===== config.mk =====
export PLATFORM = sky130hd
export DESIGN_NAME = timer_b_pin_io_control
export DESIGN_NICKNAME = d
export VERILOG_FILES = /design/src/design/timer_b_pkg.sv /design/src/design/b_channel_unit.sv /design/src/design/timer_b_pin_io_control.sv
export SDC_FILE = /design/constraint.sdc
export NUM_CORES = 1
export LEC_CHECK = 0
export ABC_CLOCK_PERIOD_IN_PS = 2700
export BUFFER_PORTS_ARGS = -buffer_cell sky130_fd_sc_hd__buf_4
export CAP_MARGIN = 15
export CORE_ASPECT_RATIO = 2
export CORE_MARGIN = 5
export CORE_UTILIZATION = 25
export CTS_CLUSTER_SIZE = 12
export DETAILED_ROUTE_END_ITERATION = 8
export PLACE_DENSITY_LB_ADDON = 0.2
export SYNTH_ARGS = -nofsm -noshare
export SYNTH_HDL_FRONTEND = slang
export SYNTH_SLANG_ARGS = --single-unit

===== constraint.sdc =====
create_clock -name core_clk -period 2.7 [get_ports core_clk]
set_input_delay 0.135 -clock core_clk [delete_from_list [all_inputs] [get_ports core_clk]]
set_output_delay 0.135 -clock core_clk [all_outputs]
set_load 0.02 [all_outputs]

===== src/design/timer_b_pkg.sv =====
// Constants, types and decode functions for the timer B register pin control
package timer_b_pkg;

    localparam int NUM_CH = 3;
    localparam int CNT_W = 16;
    localparam int ADDR_W = 6;
    localparam int DATA_W = 16;

    // Register byte offsets
    localparam logic [5:0] OFF_CH1_CTL = 6'h00;
    localparam logic [5:0] OFF_CH2_CTL = 6'h04;
    localparam logic [5:0] OFF_CH3_CTL = 6'h08;
    localparam logic [5:0] OFF_CH1_GREG = 6'h0c;
    localparam logic [5:0] OFF_CH2_GREG = 6'h10;
    localparam logic [5:0] OFF_CH3_GREG = 6'h14;
    localparam logic [5:0] OFF_STATUS = 6'h18;
    localparam logic [5:0] OFF_ENABLE = 6'h1c;
    localparam logic [5:0] OFF_CLEAR = 6'h20;
    localparam logic [5:0] OFF_PINS = 6'h24;

    // Values after reset
    localparam logic [7:0] CTL_RESET = 8'h00;
    localparam logic [15:0] GREG_RESET = 16'hffff;
    localparam logic [5:0] EVT_RESET = 6'h00;
    localparam logic [15:0] RDATA_RESET = 16'h0000;

    // Control field positions
    localparam int CTL_MODE_BIT = 7;
    localparam int CTL_INIT_BIT = 6;
    localparam int CTL_PAIR_MSB = 5;
    localparam int CTL_PAIR_LSB = 4;

    // Status layout: capture events low, compare events above
    localparam int STAT_CAP_LSB = 0;
    localparam int STAT_MATCH_LSB = 3;
    localparam int STAT_W = 6;

    // Low pair codes
    localparam logic [1:0] PAIR_OFF = 2'h0;
    localparam logic [1:0] PAIR_LOW = 2'h1;
    localparam logic [1:0] PAIR_HIGH = 2'h2;
    localparam logic [1:0] PAIR_TOGGLE = 2'h3;

    // Channel 4 prescaler code meaning the undivided peripheral clock
    localparam logic [2:0] PSC_UNDIVIDED = 3'h0;

    typedef enum logic [1:0] {
        SRC_NONE,
        SRC_PIN,
        SRC_CH0C,
        SRC_CH4CLK
    } cap_src_type;

    typedef struct packed {
        logic cap_mode;
        logic init_high;
        logic [1:0] pair;
    } b_ctl_type;

    typedef struct packed {
        logic capture;
        logic match;
    } b_evt_type;

    function automatic b_ctl_type decode_ctl(input logic [7:0] b);
        b_ctl_type c;
        c.cap_mode = b[CTL_MODE_BIT];
        c.init_high = b[CTL_INIT_BIT];
        c.pair = b[CTL_PAIR_MSB:CTL_PAIR_LSB];
        return c;
    endfunction

    function automatic cap_src_type cap_source(input int chan, input b_ctl_type c);
        cap_src_type s;
        s = SRC_NONE;
        if (c.cap_mode) begin
            s = SRC_PIN;
            if (c.init_high && chan == 1) begin
                s = SRC_CH0C;
            end else if (c.init_high && chan == 3) begin
                s = SRC_CH4CLK;
            end
        end
        return s;
    endfunction

endpackage


===== src/design/b_channel_unit.sv =====
// One channel: pin filter, capture trigger select and compare pin level
`timescale 1ns/1ps
`default_nettype none
module b_channel_unit
    import timer_b_pkg::*;
#(
    parameter int CHAN = 1
) (
    input wire logic core_clk,
    input wire logic rstn,
    input wire timer_b_pkg::b_ctl_type ctl,
    input wire logic ctl_wr,
    input wire logic cnt_equal,
    input wire logic pin_in,
    input wire logic ch0c_event,
    input wire logic ch4_tick,
    input wire logic [2:0] ch4_psc,
    output timer_b_pkg::b_evt_type evt,
    output logic pin_out,
    output logic pin_oe
);
    logic [2:0] sync_ff, nxt_sync;
    logic level_ff, nxt_level;
    logic eq_prev_ff, nxt_eq_prev;
    logic out_ff, nxt_out;
    logic oe_ff, nxt_oe;
    logic rise, fall, pin_edge;
    cap_src_type src;

    // Pin filter: a change counts once the second and third stages agree
    always_comb begin
        nxt_sync = {sync_ff[1:0], pin_in};
        nxt_level = (sync_ff[1] == sync_ff[2]) ? sync_ff[2] : level_ff;
        rise = (sync_ff[1] == sync_ff[2]) && sync_ff[2] && !level_ff;
        fall = (sync_ff[1] == sync_ff[2]) && !sync_ff[2] && level_ff;
    end

    always_ff @(posedge core_clk) begin
        if (!rstn) begin
            sync_ff <= 3'h0;
            level_ff <= 1'b0;
        end else begin
            sync_ff <= nxt_sync;
            level_ff <= nxt_level;
        end
    end

    always_comb begin
        src = cap_source(CHAN, ctl);
        // Both edges when bit 5 set, else bit 4 picks falling over rising
        if (ctl.pair[1]) begin
            pin_edge = rise || fall;
        end else if (ctl.pair[0]) begin
            pin_edge = fall;
        end else begin
            pin_edge = rise;
        end
        case (src)
            SRC_PIN: evt.capture = pin_edge;
            SRC_CH0C: evt.capture = ch0c_event;
            SRC_CH4CLK: evt.capture = ch4_tick && (ch4_psc != PSC_UNDIVIDED);
            default: evt.capture = 1'b0;
        endcase
        evt.match = !ctl.cap_mode && cnt_equal && !eq_prev_ff;
    end

    // Compare pin level
    always_comb begin
        nxt_eq_prev = cnt_equal;
        nxt_out = out_ff;
        nxt_oe = !ctl.cap_mode && (ctl.pair != PAIR_OFF);
        if (ctl_wr && nxt_oe) begin
            nxt_out = ctl.init_high;
        end else if (evt.match) begin
            case (ctl.pair)
                PAIR_LOW: nxt_out = 1'b0;
                PAIR_HIGH: nxt_out = 1'b1;
                PAIR_TOGGLE: nxt_out = !out_ff;
                default: nxt_out = out_ff;
            endcase
        end
    end

    always_ff @(posedge core_clk) begin
        if (!rstn) begin
            eq_prev_ff <= 1'b0;
            out_ff <= 1'b0;
            oe_ff <= 1'b0;
        end else begin
            eq_prev_ff <= nxt_eq_prev;
            out_ff <= nxt_out;
            oe_ff <= nxt_oe;
        end
    end

    assign pin_out = out_ff;
    assign pin_oe = oe_ff;

endmodule
`default_nettype wire


===== src/design/timer_b_pin_io_control.sv =====
// Top: B register pin control for channels 1 to 3, registers and interrupt
//
// Operation
// - Bit 7 clear selects compare; bit 6 clear, nonzero pair: pin starts low.
// - Compare mode, bit 6 set, nonzero pair: pin starts high before any match.
// - Compare pair 00 disables the pin; pair 01 drives low on match.
// - Compare pair 10 drives the pin high on match.
// - Compare pair 11 toggles the pin on each match.
// - Pin capture with pair 00 captures on rising pin edge.
// - Pin capture with pair 01 captures on falling pin edge.
// - Pin capture with bit 5 set captures on both edges.
// - Channel 1 codes 1000 to 1011 capture from its own pin.
// - Channel 1 code 11xx captures on channel 0 C register event.
// - Channel 2 ignores bit 6 in capture; always its own pin.
// - Channel 3 codes 10xx capture from its own pin.
// - Channel 3 code 11xx captures on each channel 4 count tick.
// - No channel 4 tick capture while its prescaler field is 000.
//
// Added by the designer: the strobed register port and the placing of the registers.
`timescale 1ns/1ps
`default_nettype none
module timer_b_pin_io_control
    import timer_b_pkg::*;
(
    input wire logic core_clk,
    input wire logic rstn,
    input wire logic [timer_b_pkg::ADDR_W-1:0] addr,
    input wire logic [timer_b_pkg::DATA_W-1:0] wdata,
    input wire logic wr_stb,
    input wire logic rd_stb,
    output logic [timer_b_pkg::DATA_W-1:0] rdata,
    input wire logic [timer_b_pkg::CNT_W-1:0] ch1_counter,
    input wire logic [timer_b_pkg::CNT_W-1:0] ch2_counter,
    input wire logic [timer_b_pkg::CNT_W-1:0] ch3_counter,
    input wire logic ch0_c_event,
    input wire logic ch4_count_tick,
    input wire logic [2:0] ch4_prescale_sel,
    input wire logic ch1_b_pin_in,
    input wire logic ch2_b_pin_in,
    input wire logic ch3_b_pin_in,
    output logic ch1_b_pin_out,
    output logic ch2_b_pin_out,
    output logic ch3_b_pin_out,
    output logic ch1_b_pin_oe,
    output logic ch2_b_pin_oe,
    output logic ch3_b_pin_oe,
    output logic irq
);
    import timer_b_pkg::*;

    localparam logic [ADDR_W-1:0] OFF_CTL [NUM_CH] = '{OFF_CH1_CTL, OFF_CH2_CTL, OFF_CH3_CTL};
    localparam logic [ADDR_W-1:0] OFF_GREG [NUM_CH] = '{OFF_CH1_GREG, OFF_CH2_GREG, OFF_CH3_GREG};

    // Control field registers and B general registers
    logic [7:0] ctl_ff [NUM_CH];
    logic [7:0] nxt_ctl [NUM_CH];
    logic [CNT_W-1:0] greg_ff [NUM_CH];
    logic [CNT_W-1:0] nxt_greg [NUM_CH];
    logic ctl_wr [NUM_CH];

    // Interrupt group
    logic [STAT_W-1:0] status_ff, nxt_status;
    logic [STAT_W-1:0] enable_ff, nxt_enable;
    logic irq_ff, nxt_irq;
    logic [STAT_W-1:0] event_set;
    logic [STAT_W-1:0] clear_mask;

    // Read port
    logic [DATA_W-1:0] rdata_ff, nxt_rdata;

    // Per channel wiring
    logic [CNT_W-1:0] counter [NUM_CH];
    logic pin_in [NUM_CH];
    logic pin_out [NUM_CH];
    logic pin_oe [NUM_CH];
    logic cnt_equal [NUM_CH];
    b_evt_type evt [NUM_CH];
    b_ctl_type ctl_dec [NUM_CH];

    function automatic logic hit(input logic [ADDR_W-1:0] a, input logic [ADDR_W-1:0] off);
        return a == off;
    endfunction

    assign counter[0] = ch1_counter;
    assign counter[1] = ch2_counter;
    assign counter[2] = ch3_counter;
    assign pin_in[0] = ch1_b_pin_in;
    assign pin_in[1] = ch2_b_pin_in;
    assign pin_in[2] = ch3_b_pin_in;

    genvar g;
    generate
        for (g = 0; g < NUM_CH; g++) begin : gen_ch
            // Software write of the control byte
            always_comb begin
                ctl_wr[g] = wr_stb && hit(addr, OFF_CTL[g]);
                nxt_ctl[g] = ctl_wr[g] ? wdata[7:0] : ctl_ff[g];
            end

            assign ctl_dec[g] = decode_ctl(ctl_ff[g]);
            assign cnt_equal[g] = counter[g] == greg_ff[g];

            // Capture overrides a software write in the same cycle
            always_comb begin
                nxt_greg[g] = greg_ff[g];
                if (wr_stb && hit(addr, OFF_GREG[g])) begin
                    nxt_greg[g] = wdata[CNT_W-1:0];
                end
                if (evt[g].capture) begin
                    nxt_greg[g] = counter[g];
                end
            end

            always_ff @(posedge core_clk) begin
                if (!rstn) begin
                    ctl_ff[g] <= CTL_RESET;
                    greg_ff[g] <= GREG_RESET;
                end else begin
                    ctl_ff[g] <= nxt_ctl[g];
                    greg_ff[g] <= nxt_greg[g];
                end
            end

            // The unit sees the byte being written so the level lands with it
            b_channel_unit #(
                .CHAN(g + 1)
            ) u_unit (
                .core_clk(core_clk),
                .rstn(rstn),
                .ctl(ctl_wr[g] ? decode_ctl(wdata[7:0]) : ctl_dec[g]),
                .ctl_wr(ctl_wr[g]),
                .cnt_equal(cnt_equal[g]),
                .pin_in(pin_in[g]),
                .ch0c_event(ch0_c_event),
                .ch4_tick(ch4_count_tick),
                .ch4_psc(ch4_prescale_sel),
                .evt(evt[g]),
                .pin_out(pin_out[g]),
                .pin_oe(pin_oe[g])
            );

            assign event_set[STAT_CAP_LSB + g] = evt[g].capture;
            assign event_set[STAT_MATCH_LSB + g] = evt[g].match;
        end
    endgenerate

    // Sticky status: a new event wins over a clear in the same cycle
    always_comb begin
        clear_mask = '0;
        if (wr_stb && hit(addr, OFF_CLEAR)) begin
            clear_mask = wdata[STAT_W-1:0];
        end
        nxt_status = (status_ff & ~clear_mask) | event_set;
        nxt_enable = enable_ff;
        if (wr_stb && hit(addr, OFF_ENABLE)) begin
            nxt_enable = wdata[STAT_W-1:0];
        end
        nxt_irq = |(nxt_status & nxt_enable);
    end

    always_ff @(posedge core_clk) begin
        if (!rstn) begin
            status_ff <= EVT_RESET;
            enable_ff <= EVT_RESET;
            irq_ff <= 1'b0;
        end else begin
            status_ff <= nxt_status;
            enable_ff <= nxt_enable;
            irq_ff <= nxt_irq;
        end
    end

    // Read data one cycle after the strobe, zero otherwise
    always_comb begin
        nxt_rdata = RDATA_RESET;
        if (rd_stb) begin
            case (addr)
                OFF_CH1_CTL: nxt_rdata = {8'h00, ctl_ff[0]};
                OFF_CH2_CTL: nxt_rdata = {8'h00, ctl_ff[1]};
                OFF_CH3_CTL: nxt_rdata = {8'h00, ctl_ff[2]};
                OFF_CH1_GREG: nxt_rdata = greg_ff[0];
                OFF_CH2_GREG: nxt_rdata = greg_ff[1];
                OFF_CH3_GREG: nxt_rdata = greg_ff[2];
                OFF_STATUS: nxt_rdata = {10'h000, status_ff};
                OFF_ENABLE: nxt_rdata = {10'h000, enable_ff};
                OFF_PINS: nxt_rdata = {10'h000, pin_oe[2], pin_oe[1], pin_oe[0],
                    pin_out[2], pin_out[1], pin_out[0]};
                default: nxt_rdata = RDATA_RESET;
            endcase
        end
    end

    always_ff @(posedge core_clk) begin
        if (!rstn) begin
            rdata_ff <= RDATA_RESET;
        end else begin
            rdata_ff <= nxt_rdata;
        end
    end

    assign rdata = rdata_ff;
    assign irq = irq_ff;
    assign ch1_b_pin_out = pin_out[0];
    assign ch2_b_pin_out = pin_out[1];
    assign ch3_b_pin_out = pin_out[2];
    assign ch1_b_pin_oe = pin_oe[0];
    assign ch2_b_pin_oe = pin_oe[1];
    assign ch3_b_pin_oe = pin_oe[2];

endmodule
`default_nettype wire


==> impl_metrics.ini, run 1 <==
[status]
outcome = completed

[place]
gp_congestion = 0.896
io_buffer_count = 104
placedCellCount = 1122
dp_hpwl_um = 19200

[yosys]
syn_area_um2 = 6440
yosys_warnings = 0
synth_fp_nets = 787
synth_top_area_cell = dfxtp_1
ys_types = 65
ys_ff_latch = 122
async_flop_share_pct = 0
synth_edf_count = 0
netlist_instances = 699
synth_top_area_share_pct = 37.9
netlist_top_cells_area = dfxtp_1 38%, mux2i_1 8.7%, xor2_1 6.5%
synth-seq-area-share_pct = 37.9
synth_ff_type = dfxtp_1
syn_avg_cell_area_um2 = 9.21

[cells_and_area]
drive_gt1_share_pct = 26.2
insertedDiodeCount = 0
final_cell_mix = 124 x buf_4, 122 x dfxtp_1, 75 x nor2_1, 75 x nand2_1, 56 x mux2i_1
n_fill_cell = 2715
final_common_cell = buf_4
layoutNonFillerInstCount = 1203
fin_nets = 938
area_growth_pct = 36.4

[critical_path]
reg2reg_depth = 6
critPathKind = flop to flop
critPathArrivalTime_ns = 2.52
cp_max_fo = 3
start_kind = flop
r2r-end = gen_ch[1].u_unit.pin_out
worstReg2RegStart = greg_ff[1][9]
reg2reg_setup_slack_ns = 0.53
required_ns = 3.05
end_kind = flop

[timing]
tns_ns = 0
rsz0062_at_grt = false
finClkSkew_ns = 0.00570
finalHoldViolCount = 0
slew_violations = 0
fin_crit_ns = 2.17
hold_ws_ns = 0.0161
setup_viol = 0
relSlewSlack_pct = 45.6
tightest_slew_ns = 0.804
fmax_mhz = 461
period_share_pct = 80.4

[power_and_ir_drop]
power.leakage_nw = 3.63
vdd_drop_max_uv = 425
power_density_nw_per_um2 = 540

[detailed_routing]
drt_pass1_iterations = 8
drt-initial-drc-count = 422
routedWlPerCell_um = 21.3
ant_nets = 0
drc = 0
vias_per_cell = 4.82
routed_wl_um = 25600
num_vias = 5793

[floorplanning]
die_w_um = 123
dieHeight_um = 237
start_util_pct = 25.2
core-area_um2 = 25500
fp-row-count = 83
dieArea_um2 = 29300
io_pins = 105

[grt]
grt_pass1_wl_um = 37400
antenna_found_initial = 0
grt_max_degree = 44
grt_pass1_vias = 5970
grt_use_total_pct = 17.7
grt_overflow = 0

[min_path]
hold_path.class = input pin to flop
min_from = ch3_counter[1]
hold_path_depth = 3
hold_path_end = greg_ff[2][1]

[clock_network]
root_buffer = clkbuf_16
cts_buffer_depth = 2
clkTransAtPathRegs_ns = 0.06
cts_resized = 0
numCtsBuffers = 17
cts_tree = built
htreeDepth = 4
clkLatencyLatePin_ns = 0.44
clock-sinks = 122

[flow_run]
drv_cap = 0
[cells by family (layout without fill, tap and decap cells)]
kind of cell    after synthesis  count (layout)  share of synthesized area, %
flops                       122             122                          37.9
mux                         105             105                          19.3
xor+xnor                     48              48                          6.53
compound gates              100             100                          10.7
buf+inv                      59             223                          4.14
fa+ha+maj                     6               6                          1.17
simple gates                259             259                          20.2
[per-stage QoR]
stage	instance area, um^2	total power [W]	setup WS, ns	utilization (%)
finish	8780	0.00474	0.529	34.4
floorplan	6440	0.00202	0.553	-
global placement	7650	0.00224	0.285	30.0
detailed placement	7650	0.00224	0.238	30.0
CTS	8780	0.00479	0.587	34.4
global route	8780	0.00489	0.479	34.4
[worst max path at each step]
stage / startpoint / to / slack [ns] / cells past startpoint
3_5_place_dp: addr[4] / greg_ff[2][7] / 0.24 / 9
4_1_cts: greg_ff[1][9] / gen_ch[1].u_unit.pin_out / 0.59 / 6
5_1_grt: greg_ff[1][9] / gen_ch[1].u_unit.pin_out / 0.48 / 6
2_1_floorplan: addr[4] / irq / 0.55 / 8
6_report: greg_ff[1][9] / gen_ch[1].u_unit.pin_out / 0.53 / 6
3_3_place_gp: addr[4] / greg_ff[2][6] / 0.29 / 9
[routing by layer]
layer | up-vias | share of wire [%] | track usage [%]
met2 | 179 | 55 | 32.9
met4 | 0 | 4.1 | 8.24
met5 | - | 0 | 0
met3 | 42 | 4.2 | 3.85
li1 | 2788 | - | -
met1 | 2784 | 37 | 18.2
[power breakdown]
group	switching (W)	internal [W]	total (W)	leakage, nW
clock network	0.000921	0.00157	0.00249	0.291
registers	0.0000105	0.00181	0.00182	0.987
logic	0.000225	0.000207	0.000432	2.35
total	0.00116	0.00359	0.00474	3.63
[cell usage after synthesis (3+ instances only)]
master / count
a22oi_1: 10
o221ai_1: 3
nand2_1: 75
ha_1: 6
nor2_1: 75
mux2_4: 10
nand4_1: 5
nor4_1: 13
nor4bb_1: 3
a31oi_1: 4
clkbuf_1: 24
a222oi_1: 10
nand2_2: 3
inv_1: 14
nand2b_1: 4
dfxtp_1: 122
mux4_2: 8
o21ai_0: 23
nand3_1: 29
a21oi_1: 23
and3_1: 18
buf_2: 11
mux2i_1: 56
xor2_1: 48
mux2_2: 30
and2_1: 10
nor2b_1: 5
a21boi_0: 5
buf_4: 4
[final cells by class]
class	count	area (um^2)	area share [%]
Multi-Input combinational cell	518	3740	42.6
Timing Repair Buffer	176	1480	16.9
Clock buffer	18	439	5.00
Tap cell	340	425	4.84
Sequential cell	122	2440	27.8
Clock inverter	14	196	2.24
Inverter	15	56.3	0.641
[what timing repair did]
action                    4_1_cts  5_1_grt
hold endpoints to repair       49        0
setup buffers                   0        0
hold buffers                   49        0
[worst max-delay path, stage by stage, from the launching register on]
cell and delay, ns:
dfxtp_1 0.34, xor2_1 0.18, nor4_1 0.46, nand4_1 0.34
nor2_1 0.35, o21ai_0 0.15, a211oi_1 0.26
[sequential cells by signal (all words and copies together), names as in the netlist]
name	cells
ctl_ff	24
enable_ff	6
gen_ch.u_unit.eq_prev_ff	3
gen_ch.u_unit.level_ff	3
gen_ch.u_unit.pin_oe	3
gen_ch.u_unit.pin_out	3
gen_ch.u_unit.sync_ff	9
greg_ff	48
irq	1
rdata	16
status_ff	6
Note: power is estimated with default switching activity, not from simulation.
==> inputs of run 2 (changes only) <==
--- a/config.mk
+++ b/config.mk
@@ -5,7 +5,7 @@
 export SDC_FILE = /design/constraint.sdc
 export NUM_CORES = 1
 export LEC_CHECK = 0
-export ABC_CLOCK_PERIOD_IN_PS = 2700
+export ABC_CLOCK_PERIOD_IN_PS = 1800
 export BUFFER_PORTS_ARGS = -buffer_cell sky130_fd_sc_hd__buf_4
 export CAP_MARGIN = 15
 export CORE_ASPECT_RATIO = 2
==> constraint.sdc (replaced) <==
create_clock -name core_clk -period 1.8 [get_ports core_clk]
set_input_delay 0.09 -clock core_clk [delete_from_list [all_inputs] [get_ports core_clk]]
set_output_delay 0.09 -clock core_clk [all_outputs]
set_load 0.02 [all_outputs]
==> run 2 against run 1 <==
The run now ends with setup timing left. Die area did not move. Global-route usage up 0.73 points. Total power rose by 41%. Largest power group unchanged. Clock skew grew 0.0028 ns. Clock power rose by 30%. Cell area grew 13%.
==> impl_metrics.ini, run 2 (synthesized netlist as in run 1, its figures left out) <==
[clock_network]
cts_tree = built
numCtsBuffers = 17
cts_buffer_depth = 2
clkLatencyLatePin_ns = 0.43
clkTransAtPathRegs_ns = 0.06
root_buffer = clkbuf_16
htreeDepth = 4
clock-sinks = 122

[place]
placedCellCount = 1222
dp_hpwl_um = 19900
postPlaceCellArea_um2 = 8450
gp_congestion = 0.875
io_buffer_count = 104

[critical_path]
end_kind = flop
required_ns = 2.08
worstReg2RegStart = ctl_ff[2][4]
reg2reg_setup_slack_ns = -0.02
cp_max_fo = 8
r2r-end = greg_ff[2][7]
reg2reg_depth = 8
critPathKind = flop to flop
critPathArrivalTime_ns = 2.10
start_kind = flop
cp-startpoint = ctl_ff[2][4]

[timing]
fmax_mhz = 549
finClkSkew_ns = 0.00848
finalHoldViolCount = 0
setup_viol = 10
tns_ns = -0.0744
fin_crit_ns = 1.82
period_share_pct = 101
rsz0062_at_grt = true
slew_violations = 0
tightest_slew_ns = 0.583
relSlewSlack_pct = 61.1
setup_slack_ns = -0.0219

[power_and_ir_drop]
power_w = 0.00671
vdd_drop_max_uv = 619
power.leakage_nw = 4.23
power_density_nw_per_um2 = 677

[grt]
antenna_found_initial = 0
grt_pass1_vias = 6612
grt_use_total_pct = 18.4
grt_pass1_wl_um = 39400
grt_max_degree = 51
grt_overflow = 0

[detailed_routing]
drt-initial-drc-count = 307
drt_pass1_iterations = 5
ant_nets = 0
vias_per_cell = 4.76
drc = 0
routed_wl_um = 26700
num_vias = 6270
routedWlPerCell_um = 20.3

[floorplanning]
dieArea_um2 = 29300
core-area_um2 = 25500
die_w_um = 123
fp-row-count = 83
io_pins = 105
start_util_pct = 25.2
dieHeight_um = 237

[cells_and_area]
drive_gt1_share_pct = 37.9
area_growth_pct = 53.9
final_common_cell = buf_4
layoutNonFillerInstCount = 1317
finalInstanceArea_um2 = 9910
fin_nets = 1053
largest_reg_flops = 48
fin_util_pct = 38.8
final_cell_mix = 221 x buf_4, 112 x dfxtp_1, 74 x nand2_1
largest-register = greg_ff
n_fill_cell = 2629
insertedDiodeCount = 0

[flow_run]
drv_cap = 0

[min_path]
min_from = rstn
hold_path_end = gen_ch[2].u_unit.pin_oe
hold_path.class = input pin to flop
hold_path_depth = 3

[status]
outcome = finished, violations left
violations = setup timing
==> run 2: how the worst max path moves through the flow <==
stage	to	slack, ns	cells after the start
after floorplan	irq	-0.20	8
after global placement	greg_ff[1][5]	-0.31	8
after detailed placement	greg_ff[1][12]	-0.33	8
after CTS	greg_ff[0][0]	-0.05	8
after global routing	greg_ff[0][11]	-0.15	9
final	greg_ff[2][7]	-0.02	8
==> run 2: routing by layer <==
layer | track usage, % | up-vias | share of wire, %
met1 | 18.7 | 3030 | 36
li1 | - | 3008 | -
met4 | 9.58 | 0 | 5.1
met5 | 0 | - | 0
met2 | 34.3 | 178 | 55
met3 | 3.70 | 54 | 3.5
==> run 2: worst max-delay path, cell delays in order, from the launching register on <==
cell,delay [ns]
dfxtp_2,0.31
or2_4,0.25
a31oi_1,0.17
mux2i_1,0.14
o221ai_4,0.26
buf_12,0.17
clkbuf_16,0.15
and3_1,0.15
o21ai_0,0.07
==> run 2: layout make-up <==
cell class / instances / area (um^2) / area share (%)
clock buffer: 23 / 478 / 4.82
inverter: 15 / 56.3 / 0.568
clock inverter: 8 / 70.1 / 0.707
tap: 340 / 425 / 4.29
timing repair buffer: 291 / 2500 / 25.2
sequential: 122 / 2450 / 24.8
multi-input combinational: 518 / 3920 / 39.6
==> run 2: what timing repair did <==
action                                  in CTS  in global routing
endpoints found under the setup margin      21                 37
hold buffers                                55                  0
hold endpoints to repair                    58                  0
setup buffers                                2                  3
resized for setup                           18                 39
pin swaps                                    4                 14
cloned                                       2                  4
==> run 2: report_power, final <==
group          internal [W]  switching, W  total [W]  leakage (nW)
Combinational      0.000370      0.000366   0.000736          2.98
Sequential          0.00272     0.0000125    0.00273         0.988
Clock               0.00198       0.00125    0.00324         0.269
Total               0.00507       0.00163    0.00671          4.23
==> run 2: per-stage QoR <==
| step | setup slack [ns] | hold slack (ns) |
|---|---|---|
| 6_report | -0.0219 | 0.0330 |
| 3_3_place_gp | -0.309 | 0.303 |
| 4_1_cts | -0.0472 | 0.0145 |
| 2_1_floorplan | -0.199 | 0.215 |
| 3_5_place_dp | -0.325 | 0.301 |
| 5_1_grt | -0.152 | 0.0155 |
